`src/fault_limits_defines.vh`:
```
// command codes, reset values, lengths and status bit positions of the fault limit bank
`ifndef FAULT_LIMITS_DEFINES_VH
`define FAULT_LIMITS_DEFINES_VH

// ----------------------------------------------------------------
// command codes
// ----------------------------------------------------------------
`define CMD_OUT_OV_LIMIT     8'h40
`define CMD_OUT_UV_LIMIT     8'h44
`define CMD_STAGE_OT_LIMIT   8'h4F
`define CMD_OVERTEMP_WARNING_LIMIT    8'h51
`define CMD_IN_OV_LIMIT      8'h55
`define CMD_IN_UV_LIMIT      8'h59
`define CMD_COMMIT_SETTINGS  8'hE7

// ----------------------------------------------------------------
// reset values
// ----------------------------------------------------------------
`define RST_OUT_OV_LIMIT     16'h076C
`define RST_OUT_UV_LIMIT     16'h0000
`define RST_STAGE_OT_LIMIT   16'h007D
`define RST_OVERTEMP_WARNING_LIMIT    16'h07D0
`define RST_IN_OV_LIMIT      16'h36B0
`define RST_IN_UV_LIMIT      16'h1F40

// ----------------------------------------------------------------
// transfer lengths in data bytes
// ----------------------------------------------------------------
`define LIMIT_DATA_BYTES     2'h2
`define COMMIT_DATA_BYTES    2'h0

// ----------------------------------------------------------------
// summary status byte bit positions
// ----------------------------------------------------------------
`define SUM_BIT_TEMPERATURE  2
`define SUM_BIT_INPUT        3
`define SUM_BIT_OUTPUT_OV    5
`define SUM_BIT_OUTPUT       7

// ----------------------------------------------------------------
// per page temperature status bit positions
// ----------------------------------------------------------------
`define TEMP_BIT_OT_WARN     6
`define TEMP_BIT_OT_FAULT    7

`endif

```
`src/fault_threshold_registers.v`:
```
// fault and warning limit registers with their comparators and status outputs
//
// Operation
// - per page output overvoltage limit, reset 076Ch
// - ov and input limits act after commit
// - output undervoltage masked while ramping or disabled
// - per page output undervoltage limit, reset 0000h
// - per page signed stage overtemp limit, 007Dh
// - warning sets summary and temperature status flags
// - warning asserts alert and thermal warn pins
// - per page signed overtemp warning limit, 07D0h
// - shared input overvoltage limit, reset 36B0h
// - input undervoltage limit is the lockout level
// - shared input undervoltage limit, reset 1F40h
// - two data bytes; input limits unpaged
// - either output's fault shows in summary byte
`timescale 1ns/1ps
`include "fault_limits_defines.vh"

module fault_threshold_registers #(
    parameter PAGES = 2,
    parameter DW    = 16
) (
    input  wire                clk_i,
    input  wire                srst_i,
    input  wire                ce_i,
    input  wire                cmd_valid_i,
    input  wire                cmd_write_i,
    input  wire [7:0]          cmd_code_i,
    input  wire [1:0]          cmd_len_i,
    input  wire                cmd_page_i,
    input  wire [DW-1:0]       cmd_wdata_i,
    output reg                 rsp_valid_o,
    output reg                 rsp_err_o,
    output reg  [DW-1:0]       rsp_rdata_o,
    input  wire [PAGES*DW-1:0] vout_meas_i,
    input  wire [PAGES*DW-1:0] temp_meas_i,
    input  wire [DW-1:0]       vin_meas_i,
    input  wire [PAGES-1:0]    out_enable_i,
    input  wire [PAGES-1:0]    out_ramp_i,
    output reg  [PAGES-1:0]    vout_ov_o,
    output reg  [PAGES-1:0]    vout_uv_o,
    output reg  [PAGES-1:0]    ot_fault_o,
    output reg  [PAGES-1:0]    ot_warn_o,
    output reg                 vin_ov_o,
    output reg                 vin_lockout_o,
    output reg  [7:0]          status_byte_o,
    output reg  [15:0]         status_word_o,
    output reg  [PAGES*8-1:0]  temp_status_o,
    output reg                 alert_o,
    output reg                 thermal_warn_o
);

    // ----------------------------------------------------------------
    // command decode
    // ----------------------------------------------------------------
    wire       acc;
    wire       is_ov;
    wire       is_uv;
    wire       is_otf;
    wire       is_otw;
    wire       is_vin_ov;
    wire       is_vin_uv;
    wire       is_commit;
    wire       is_limit;
    wire       len_two;
    wire       wr_ok;
    wire       rd_ok;
    wire       commit_ok;
    wire [4:0] sel;

    // a request is taken only while the clock enable is high
    assign acc       = ce_i & cmd_valid_i;
    assign is_ov     = (cmd_code_i == `CMD_OUT_OV_LIMIT);
    assign is_uv     = (cmd_code_i == `CMD_OUT_UV_LIMIT);
    assign is_otf    = (cmd_code_i == `CMD_STAGE_OT_LIMIT);
    assign is_otw    = (cmd_code_i == `CMD_OVERTEMP_WARNING_LIMIT);
    assign is_vin_ov = (cmd_code_i == `CMD_IN_OV_LIMIT);
    assign is_vin_uv = (cmd_code_i == `CMD_IN_UV_LIMIT);
    assign is_commit = (cmd_code_i == `CMD_COMMIT_SETTINGS);
    assign is_limit  = is_ov | is_uv | is_otf | is_otw | is_vin_ov | is_vin_uv;

    // limit transfers carry exactly two data bytes
    assign len_two   = (cmd_len_i == `LIMIT_DATA_BYTES);
    assign wr_ok     = acc & cmd_write_i & is_limit & len_two;
    assign rd_ok     = acc & ~cmd_write_i & is_limit & len_two;
    assign commit_ok = acc & cmd_write_i & is_commit &
                       (cmd_len_i == `COMMIT_DATA_BYTES);

    // base bit of the selected page inside the packed per page vectors
    assign sel = {cmd_page_i, 4'h0};

    // ----------------------------------------------------------------
    // limit storage
    // ----------------------------------------------------------------
    reg [PAGES*DW-1:0] ov_pend_q;
    reg [PAGES*DW-1:0] ov_act_q;
    reg [PAGES*DW-1:0] uv_q;
    reg [PAGES*DW-1:0] otf_q;
    reg [PAGES*DW-1:0] otw_q;
    reg [DW-1:0]       vin_ov_pend_q;
    reg [DW-1:0]       vin_ov_act_q;
    reg [DW-1:0]       vin_uv_pend_q;
    reg [DW-1:0]       vin_uv_act_q;

    // written values; commit copies the pending values into the active set
    always @(posedge clk_i) begin
        if (srst_i) begin
            ov_pend_q     <= {PAGES{`RST_OUT_OV_LIMIT}};
            ov_act_q      <= {PAGES{`RST_OUT_OV_LIMIT}};
            uv_q          <= {PAGES{`RST_OUT_UV_LIMIT}};
            otf_q         <= {PAGES{`RST_STAGE_OT_LIMIT}};
            otw_q         <= {PAGES{`RST_OVERTEMP_WARNING_LIMIT}};
            vin_ov_pend_q <= `RST_IN_OV_LIMIT;
            vin_ov_act_q  <= `RST_IN_OV_LIMIT;
            vin_uv_pend_q <= `RST_IN_UV_LIMIT;
            vin_uv_act_q  <= `RST_IN_UV_LIMIT;
        end else if (ce_i) begin
            if (wr_ok) begin
                // output and temperature limits kept per page
                if (is_ov) begin
                    ov_pend_q[sel +: DW] <= cmd_wdata_i;
                end
                if (is_uv) begin
                    uv_q[sel +: DW] <= cmd_wdata_i;
                end
                if (is_otf) begin
                    otf_q[sel +: DW] <= cmd_wdata_i;
                end
                if (is_otw) begin
                    otw_q[sel +: DW] <= cmd_wdata_i;
                end
                // input limits ignore the page
                if (is_vin_ov) begin
                    vin_ov_pend_q <= cmd_wdata_i;
                end
                if (is_vin_uv) begin
                    vin_uv_pend_q <= cmd_wdata_i;
                end
            end
            // previous active values stay in force until commit
            if (commit_ok) begin
                ov_act_q     <= ov_pend_q;
                vin_ov_act_q <= vin_ov_pend_q;
                vin_uv_act_q <= vin_uv_pend_q;
            end
        end
    end

    // ----------------------------------------------------------------
    // read back
    // ----------------------------------------------------------------
    reg [DW-1:0] rd_mux;

    // reads return the last written value, committed or not
    always @* begin
        rd_mux = {DW{1'b0}};
        case (1'b1)
            is_ov:     rd_mux = ov_pend_q[sel +: DW];
            is_uv:     rd_mux = uv_q[sel +: DW];
            is_otf:    rd_mux = otf_q[sel +: DW];
            is_otw:    rd_mux = otw_q[sel +: DW];
            is_vin_ov: rd_mux = vin_ov_pend_q;
            is_vin_uv: rd_mux = vin_uv_pend_q;
            default:   rd_mux = {DW{1'b0}};
        endcase
    end

    // one cycle answer to every taken request
    always @(posedge clk_i) begin
        if (srst_i) begin
            rsp_valid_o <= 1'b0;
            rsp_err_o   <= 1'b0;
            rsp_rdata_o <= {DW{1'b0}};
        end else if (ce_i) begin
            rsp_valid_o <= acc;
            rsp_err_o   <= acc & ~(wr_ok | rd_ok | commit_ok);
            if (rd_ok) begin
                rsp_rdata_o <= rd_mux;
            end
        end
    end

    // ----------------------------------------------------------------
    // per page comparators
    // ----------------------------------------------------------------
    wire [PAGES-1:0] ov_hit;
    wire [PAGES-1:0] uv_hit;
    wire [PAGES-1:0] otf_hit;
    wire [PAGES-1:0] otw_hit;

    genvar p;
    generate
        for (p = 0; p < PAGES; p = p + 1) begin : pg
            // output voltage above the active overvoltage limit
            limit_compare #(
                .W      (DW),
                .SIGNED (0),
                .ABOVE  (1)
            ) u_ov (
                .value_i (vout_meas_i[p*DW +: DW]),
                .limit_i (ov_act_q[p*DW +: DW]),
                .hit_o   (ov_hit[p])
            );

            // output voltage below the undervoltage limit
            limit_compare #(
                .W      (DW),
                .SIGNED (0),
                .ABOVE  (0)
            ) u_uv (
                .value_i (vout_meas_i[p*DW +: DW]),
                .limit_i (uv_q[p*DW +: DW]),
                .hit_o   (uv_hit[p])
            );

            // signed temperature above the stage fault limit
            limit_compare #(
                .W      (DW),
                .SIGNED (1),
                .ABOVE  (1)
            ) u_otf (
                .value_i (temp_meas_i[p*DW +: DW]),
                .limit_i (otf_q[p*DW +: DW]),
                .hit_o   (otf_hit[p])
            );

            // signed temperature above the warning limit
            limit_compare #(
                .W      (DW),
                .SIGNED (1),
                .ABOVE  (1)
            ) u_otw (
                .value_i (temp_meas_i[p*DW +: DW]),
                .limit_i (otw_q[p*DW +: DW]),
                .hit_o   (otw_hit[p])
            );
        end
    endgenerate

    // ----------------------------------------------------------------
    // input supply comparators
    // ----------------------------------------------------------------
    wire vin_ov_hit;
    wire vin_uv_hit;

    // input voltage above the active input overvoltage limit
    limit_compare #(
        .W      (DW),
        .SIGNED (0),
        .ABOVE  (1)
    ) u_vin_ov (
        .value_i (vin_meas_i),
        .limit_i (vin_ov_act_q),
        .hit_o   (vin_ov_hit)
    );

    // input voltage below the lockout level
    limit_compare #(
        .W      (DW),
        .SIGNED (0),
        .ABOVE  (0)
    ) u_vin_uv (
        .value_i (vin_meas_i),
        .limit_i (vin_uv_act_q),
        .hit_o   (vin_uv_hit)
    );

    // ----------------------------------------------------------------
    // fault flags and status
    // ----------------------------------------------------------------
    wire [PAGES-1:0] uv_live;
    wire             any_temp;
    wire             any_out;
    wire             any_in;
    reg  [7:0]       sum_d;
    reg  [PAGES*8-1:0] temp_d;
    integer          k;

    // undervoltage is ignored while disabled or ramping
    assign uv_live  = uv_hit & out_enable_i & ~out_ramp_i;
    assign any_temp = (|otw_hit) | (|otf_hit);
    assign any_out  = (|ov_hit) | (|uv_live);
    assign any_in   = vin_ov_hit | vin_uv_hit;

    // summary byte gathers both outputs
    always @* begin
        sum_d = 8'h00;
        sum_d[`SUM_BIT_TEMPERATURE] = any_temp;
        sum_d[`SUM_BIT_INPUT]       = any_in;
        sum_d[`SUM_BIT_OUTPUT_OV]   = |ov_hit;
        sum_d[`SUM_BIT_OUTPUT]      = any_out;
    end

    // per page temperature status
    always @* begin
        temp_d = {(PAGES*8){1'b0}};
        for (k = 0; k < PAGES; k = k + 1) begin
            temp_d[k*8 + `TEMP_BIT_OT_WARN]  = otw_hit[k];
            temp_d[k*8 + `TEMP_BIT_OT_FAULT] = otf_hit[k];
        end
    end

    // all flags and pins registered, live levels of the comparators
    always @(posedge clk_i) begin
        if (srst_i) begin
            vout_ov_o      <= {PAGES{1'b0}};
            vout_uv_o      <= {PAGES{1'b0}};
            ot_fault_o     <= {PAGES{1'b0}};
            ot_warn_o      <= {PAGES{1'b0}};
            vin_ov_o       <= 1'b0;
            vin_lockout_o  <= 1'b0;
            status_byte_o  <= 8'h00;
            status_word_o  <= 16'h0000;
            temp_status_o  <= {(PAGES*8){1'b0}};
            alert_o        <= 1'b0;
            thermal_warn_o <= 1'b0;
        end else if (ce_i) begin
            vout_ov_o      <= ov_hit;
            vout_uv_o      <= uv_live;
            ot_fault_o     <= otf_hit;
            ot_warn_o      <= otw_hit;
            vin_ov_o       <= vin_ov_hit;
            vin_lockout_o  <= vin_uv_hit;
            status_byte_o  <= sum_d;
            status_word_o  <= {8'h00, sum_d};
            temp_status_o  <= temp_d;
            alert_o        <= any_temp | any_out | any_in;
            thermal_warn_o <= |otw_hit;
        end
    end

endmodule

```
`src/limit_compare.v`:
```
// threshold comparator, signed or unsigned, above or below
`timescale 1ns/1ps

module limit_compare #(
    parameter W      = 16,
    parameter SIGNED = 0,
    parameter ABOVE  = 1
) (
    input  wire [W-1:0] value_i,
    input  wire [W-1:0] limit_i,
    output wire         hit_o
);

    // ----------------------------------------------------------------
    // comparisons
    // ----------------------------------------------------------------
    wire gt_s;
    wire gt_u;
    wire lt_s;
    wire lt_u;

    // both encodings evaluated, parameter picks one
    assign gt_s = $signed(value_i) > $signed(limit_i);
    assign gt_u = value_i > limit_i;
    assign lt_s = $signed(value_i) < $signed(limit_i);
    assign lt_u = value_i < limit_i;

    // rising limits fire above, falling limits below
    assign hit_o = (ABOVE != 0) ? ((SIGNED != 0) ? gt_s : gt_u)
                                : ((SIGNED != 0) ? lt_s : lt_u);

endmodule

```
`config.mk`:
```
export PLATFORM = sky130hd
export DESIGN_NAME = fault_threshold_registers
export DESIGN_NICKNAME = d
export VERILOG_FILES = /design/src/fault_threshold_registers.v /design/src/limit_compare.v
export VERILOG_INCLUDE_DIRS = /design/src
export SDC_FILE = /design/constraint.sdc
export NUM_CORES = 1
export LEC_CHECK = 0
export BUFFER_PORTS_ARGS = -buffer_cell sky130_fd_sc_hd__buf_2
export CORE_AREA = 2 2 210 212
export DETAILED_ROUTE_END_ITERATION = 7
export DIE_AREA = 0 0 212 214
export GPL_TIMING_DRIVEN = 0
export PLACE_DENSITY = 0.51
export SLEW_MARGIN = 20
export SYNTH_ARGS = -nofsm -noshare
export SYNTH_HDL_FRONTEND = slang
export SYNTH_SLANG_ARGS = --single-unit
```
`constraint.sdc`:
```
create_clock -name clk_i -period 2.5 [get_ports clk_i]
set_input_delay 0.25 -clock clk_i [delete_from_list [all_inputs] [get_ports clk_i]]
set_output_delay 0.25 -clock clk_i [all_outputs]
set_load 0.01 [all_outputs]
```
* Yosys cells after proc, flatten, opt, wreduce, memory -nomap -nowiden
Cells that the tools add are included.
Storage, ports and cells: output and inout port bits 70, register bits after elaboration 262
Cells by class: equality and inequality tests 8, order comparisons 10, shift-type cells 6, bitwise operators 27, multiplexer cells 10, reductions and logical operators 13, add/subtract/negate cells 1
Operators with widths (count):
- $bwmux 32 | 4
- $shiftx 32x6->16 | 4
- $gt 16x16->1 | 7
- $mux 16 | 6
- $eq 8x7->1 const B | 6
- $lt 16x16->1 | 3
- $shift 16x7->32 const A | 1
- $shiftx 16x7->32 | 1
- $reduce_and 3->1 | 6
- $or 1x1->1 | 12
- $and 1x1->1 | 10
- $eq 8x8->1 const B | 1
- $reduce_or 2->1 | 4
- $neg 5->7 | 1
- $and 2x2->2 | 2
- $reduce_and 2->1 | 2
- $eq 2x2->1 const B | 1
- $logic_not 2->1 | 1
- $not 1->1 | 2
- $not 2->2 | 1

* Depth between registers and ports, before layout
Gate-level depths: netlist (run 1).
depth after elaboration 12, gate-level depth with buffers 9, depth with buffers taken out 9

* By module
A second synthesis (run 1) with hierarchy kept.
Second synthesis, totals: cell total of the unflattened synthesis 1869, area total of the unflattened synthesis 15025.7 um2
By module, submodules not included:
- fault_threshold_registers | area an instance 11013.1 um2, cells each 1313, instances 1
- limit_compare (pg[0].u_otf ...) | area an instance 416.6 um2, cells each 58, instances 4
- limit_compare (pg[0].u_ov ...) | area an instance 406.6 um2, cells each 56, instances 3
- limit_compare (pg[0].u_uv ...) | area an instance 375.4 um2, cells each 52, instances 3

* Worst setup path after synthesis (run 1)
No wires, ideal clock.
path type register to register, start register otf_q[9], end register alert_o, stages on the path, launching flop included 10, data required time 2.361 ns, path slack 0.359 ns, arrival time 2.002 ns, path buffers 0, path through dfxtp_1 inv_1 ha_1 a21o_1 a221o_1 o211ai_1 and3_1 a221oi_1 nor4_1 a311oi_1
Between the ends: word-level cells in the longest chain between the ends 5
RTL lines:
- start, declared | line fault_threshold_registers.v:99 | reg [PAGES*DW-1:0] otf_q;
- start signal, assigned | line fault_threshold_registers.v:112 | otf_q <= {PAGES{`RST_STAGE_OT_LIMIT}};
- start signal, assigned by index | line fault_threshold_registers.v:128 | otf_q[sel +: DW] <= cmd_wdata_i;
- $gt 16x16->1 | line limit_compare.v:23 | assign gt_s = $signed(value_i) > $signed(limit_i);
- $reduce_or 2->1 | line fault_threshold_registers.v:282 | assign any_temp = (|otw_hit) | (|otf_hit);
- $or 1x1->1 | line fault_threshold_registers.v:282
- $or 1x1->1 (2 in a row) | line fault_threshold_registers.v:328 | alert_o <= any_temp | any_out | any_in;
- end signal, assigned | line fault_threshold_registers.v:328
- end, declared | line fault_threshold_registers.v:50 | output reg alert_o,
No other way between the ends. A chain may end at the register's enable or synchronous reset.

* Final worst setup path (run 1)
start register otf_q[24], end register alert_o
The elaborated chain is that of the path after synthesis.

==> results.toml, run 1 <==
[outcome]
status = "completed"

[hold_path]
worstHoldEndpoint = "otf_q[24]"
min_from = "cmd_wdata_i[8]"
whs_path_depth = 3
hold_class = "in -> reg"

[timing]
max_freq_ghz = 0.402
finalSetupViolations = 0
grt_setup_unrepaired = "yes"
drv_slew = 0
slew_headroom = 0.291
post-route-period-util = 0.995
fin_skew_ps = 12.3
layout_min_cycle_time_ps = 2490
hold_viol = 0
worst_pin_slew_ps = 1060

[layout]
most-common-layout-cells = "285 x nand2_1, 249 x dfxtp_1, 185 x a21oi_1"
final_nets = 2297
diodes = 0
layout-drive-gt1-share = 0.174
final_cell_area_um2 = 17900
final_common_cell = "nand2_1"
syn_to_final_growth_pct = 20.5
fillers = 4419

[synthesis]
ys_types = 59
avgSynthCellArea_um2 = 8.19
synth_area_leaders = "dfxtp_1 35%, ha_1 13%, nand2_1 7.2%"
async_flop_share = 0
seq_area_frac_synth = 0.347
synth_area_um2 = 14900
synth_top_area_share = 0.347
ys.flop_type = "dfxtp_1"
ys.warnings.count = 0
yosys_register_bits = 258
synth_area_leader_cell = "dfxtp_1"
synth-edff-count = 0
syn_inst = 1817

[critical_path]
cpMaxStageDelayCell = "dfxtp_1"
end_kind = "flop"
worstPathRequired_ps = 2980
cpMostUsedCell = "a311oi_2"
r2r_start = "otf_q[24]"
crit_fanout = 3
path_class = "reg -> reg"
ff2ff_path_depth = 11
r2r-end = "alert_o"
cp_cell_sequence = "inv_1, ha_1, and3_4, a221o_1, o211ai_1, a31oi_1, a311oi_2, buf_4, nor4_4, buf_6, a311oi_2"
reg2reg_slack_ps = 10
cp-start-kind = "flop"
slowest_delay_ps = 370
cp.arrival_ps = 2970

[floorplan]
rows = 76
io_pins = 186
die_area_um2 = 45400
start_util = 0.347
core-area_um2 = 42900
die_width_um = 212
die_h_um = 214

[clock_tree]
cts.root.buffer_cell = "clkbuf_16"
clock_latency_ps = 570
cts_tree = "done"
clk_path_buf_depth = 3
cts_sinks = 258
cts.clk_slew.worst_paths_ps = 60
hold_buffers = 0
cts-buffers-inserted = 31
htree_levels = 1

[detailed_routing]
firstDrtPassIters = 5
routed_wl_um = 57100
wl_per_cell_um = 21.7
drtIter0Drc = 988
num_vias = 13600
viasPerCell = 5.18
drtAntennaViolNets = 0
drc = 0

[placement]
hpwlAfterDp_um = 45200
dpl_cell_area_um2 = 16400
io_buffers = 139
gp_congestion = 0.927

[global_routing]
grt_usage = 0.246
grt_max_degree = 16
grt_pass1_wl_um = 82900
grt_pass1_vias = 13000
antenna_found_initial = 1
grt.overflow.total = 0

[power]
p_per_area_nw_per_um2 = 564
leakage_nw = 7.32
power_mw = 10.1
peakVddDrop_v = 0.000492

[job]
max-cap-violations = 0
[logic make-up (layout without fill, tap and decap cells)]
group	Yosys count	after routing	synth area share
simple gates	592	592	0.182
compound gates	388	388	0.166
mux	111	111	0.0795
fa+ha+maj	157	157	0.132
buf+inv	310	514	0.0930
other cells	1	28	0.000252
flops	258	258	0.347
[synth_stat cells, types with 39 or more instances]
cell      instances
a211o_1          59
inv_1           160
buf_2            41
ha_1            157
clkbuf_1         65
mux2i_1          98
o21ai_0          46
nor2_1          151
a21oi_1         186
dfxtp_1         258
nand2_1         285
buf_4            39
[repair_timing]
action	in CTS	in global routing
pin swaps	10	17
resized for setup	26	38
buffers inserted	4	5
endpoints found under the setup margin	5	18
[per-layer routing]
| metal | up-vias | track usage | part of all wire |
|---|---|---|---|
| met1 | 6487 | 0.341 | 0.46 |
| met3 | 93 | 0.0400 | 0.062 |
| met2 | 437 | 0.389 | 0.45 |
| li1 | 6626 | - | - |
| met4 | 2 | 0.0803 | 0.034 |
| met5 | - | 0 | 0.00014 |
[where the power goes]
| group | leakage [nW] | switching (mW) | internal [mW] | total, mW |
|---|---|---|---|---|
| Combinational | 4.67 | 0.599 | 0.357 | 0.956 |
| Sequential | 2.09 | 0.0144 | 4.13 | 4.15 |
| Clock | 0.562 | 1.88 | 3.14 | 5.02 |
[worst max-delay path by stage]
stage	startpoint	to	slack, ps	cells past startpoint
finish	otf_q[24]	alert_o	10	11
global route	otw_q[23]	alert_o	-90	11
CTS	otf_q[8]	alert_o	2	11
detailed placement	otw_q[31]	alert_o	-740	9
global placement	otw_q[31]	alert_o	-710	9
floorplan	otf_q[9]	alert_o	360	9
[flip-flops by register name, summed over array words and instances, names as in the netlist, 32 cells and up]
register   count
ov_pend_q     32
otf_q         32
otw_q         32
uv_q          32
ov_act_q      32
[layout make-up]
type                            instances  area, um2  area share
Inverter                              160        603      0.0336
Tap cell                              585        732      0.0408
Clock inverter                         17        275      0.0153
Clock buffer                           40        860      0.0479
Timing Repair Buffer                  147        759      0.0423
Multi-Input combinational cell       1276       8750       0.488
Buffer                                150        783      0.0437
Sequential cell                       258       5180       0.289
[stage by stage]
stage,hold WS [ps],setup slack (ps),util,setup TNS [ps],instances
2_1_floorplan,429,359,-,0,1844
3_3_place_gp,442,-706,0.383,-71460,2568
3_5_place_dp,446,-736,0.383,-52070,2568
5_1_grt,102,-86.9,0.418,-130,2633
4_1_cts,90.1,2.28,0.413,0,2629
6_report,113,11.3,0.418,0,2633
[critical path, delay by kind of cell, from the launching register on]
kind / cells / cell delay [ps]
compound gates: 5 / 1150
buf+inv: 3 / 390
flops: 1 / 370
fa+ha+maj: 1 / 290
simple gates: 2 / 200
Power figures use the tool's default switching activity.
==> run 2, diff against run 1 <==
--- a/config.mk
+++ b/config.mk
@@ -12,6 +12,7 @@
 export DIE_AREA = 0 0 212 214
 export GPL_TIMING_DRIVEN = 0
 export PLACE_DENSITY = 0.51
+export SETUP_SLACK_MARGIN = 0.1
 export SLEW_MARGIN = 20
 export SYNTH_ARGS = -nofsm -noshare
 export SYNTH_HDL_FRONTEND = slang
==> results.toml, run 2 (synthesis results as in run 1) <==
[critical_path]
slowest_delay_ps = 370
crit_fanout = 3
path_class = "reg -> reg"
reg2reg_slack_ps = 10
r2r-end = "alert_o"
r2r_start = "otw_q[25]"
cp-start-kind = "flop"
cp_cell_sequence = "inv_2, ha_4, nand4_1, nor4_2, a21boi_2, nor4b_2, o31ai_2, buf_4, nor4_4, buf_4, a311oi_2"
crit_end = "alert_o"
end_kind = "flop"
ff2ff_path_depth = 11
cp.arrival_ps = 2980
setup.worst_path.start = "otw_q[25]"
cpMaxStageDelayCell = "nor4_2"
cpMostUsedCell = "buf_4"
worstPathRequired_ps = 2990

[timing]
finalSetupViolations = 0
grt_setup_unrepaired = "yes"
drv_slew = 0
finalSetupTns_ps = 0
post-route-period-util = 0.995
fin_skew_ps = 8.43
max_freq_ghz = 0.402
layout_min_cycle_time_ps = 2490
slew_headroom = 0.284
worst_pin_slew_ps = 1070
hold_slack_ps = 101
worst_slack_ps = 11.5
hold_viol = 0

[layout]
stdcell_count = 2636
layout-drive-gt1-share = 0.181
syn_to_final_growth_pct = 20.6
diodes = 0
final_common_cell = "nand2_1"
fillers = 4420
most-common-layout-cells = "285 x nand2_1, 242 x dfxtp_1, 185 x a21oi_1"
final_util = 0.419
final_nets = 2300

[placement]
dp.cells = 2568
io_buffers = 139
place_ws_ps = -736
gp_congestion = 0.927
hpwlAfterDp_um = 45200

[global_routing]
grt.overflow.total = 0
antenna_found_initial = 1
grt_pass1_vias = 13100
grt_max_degree = 16
grt_usage = 0.247
grt_pass1_wl_um = 83000

[power]
combPwrFrac = 0.095
swShare = 0.247
p_clk_frac = 0.496
p_seq_frac = 0.409
p_int_mw = 7.63
p_sw_mw = 2.50
peakVddDrop_v = 0.000492
leakage_nw = 7.34
p_per_area_nw_per_um2 = 564

[detailed_routing]
wl_per_cell_um = 21.7
firstDrtPassIters = 5
drc = 0
routed_wl_um = 57100
viasPerCell = 5.18
drtAntennaViolNets = 0
drtIter0Drc = 1045
num_vias = 13700

[clock_tree]
clk_path_buf_depth = 3
cts_sinks = 258
cts-buffers-inserted = 31
cts.root.buffer_cell = "clkbuf_16"
cts_tree = "done"
hold_buffers = 0
cts.clk_slew.worst_paths_ps = 60
htree_levels = 1
clock_latency_ps = 580

[floorplan]
rows = 76
core-area_um2 = 42900
die_width_um = 212
start_util = 0.347
die_area_um2 = 45400
die_h_um = 214
io_pins = 186

[hold_path]
whs_path_depth = 3
hold_class = "in -> reg"

[job]
max-cap-violations = 0

[outcome]
status = "completed"
## run 2: metal layers
layer  GRT usage  part of all wire  wire length, um  up-vias
li1            -                 -                -     6637
met1       0.341              0.46            26000     6478
met2       0.389              0.44            25400      449
met3      0.0403             0.063             3590      100
met4      0.0854             0.037             2140        2
met5           0           0.00014                8        -
## run 2: worst min path at each step
stage	slack [ps]	to	from
global placement	440	otf_q[15]	otf_q[15]
finish	100	otf_q[24]	cmd_wdata_i[8]
CTS	80	otf_q[24]	cmd_wdata_i[8]
floorplan	430	vin_uv_act_q[0]	vin_uv_act_q[0]
detailed placement	450	vin_uv_act_q[1]	vin_uv_act_q[1]
global route	100	ov_pend_q[23]	cmd_wdata_i[7]
## run 2: timing repair
action / CTS / global route
pin swaps: 14 / 17
resized for setup: 46 / 26
setup endpoints to repair: 12 / 18
buffers inserted: 7 / 4
## run 2: cell type report
class	count	area, um2	area share
clock buffers	40	860	0.0479
plain buffers	150	785	0.0437
multi-input cells	1276	8730	0.486
clock inverters	17	275	0.0153
inverters	160	603	0.0336
repair buffers	150	782	0.0436
flip-flops and latches	258	5180	0.289
well taps	585	732	0.0408
## run 2: per-stage QoR
stage	instance area, um2	power [mW]
after floorplan	15000	4.74
after global placement	16400	5.12
after detailed placement	16400	5.14
after CTS	17800	10.1
after global routing	18000	10.4
final	18000	10.1
## run 2: worst max-delay path, delay by kind of cell (launching register included)
family                     cells  cell delay [ps]
adders and majority gates      1              270
buffers and inverters          3              400
AOI/OAI and AO/OA              3              730
DFF                            1              340
and+or+nand+nor                4              640
## run 2: power groups by stage
stage / clock [mW] / sequential (mW) / combinational, mW
floorplan: 0 / 4.24 / 0.501
global placement: 0 / 4.24 / 0.882
detailed placement: 0 / 4.24 / 0.899
CTS: 5.07 / 4.15 / 0.936
global route: 5.22 / 4.15 / 1.05
finish: 5.03 / 4.15 / 0.959
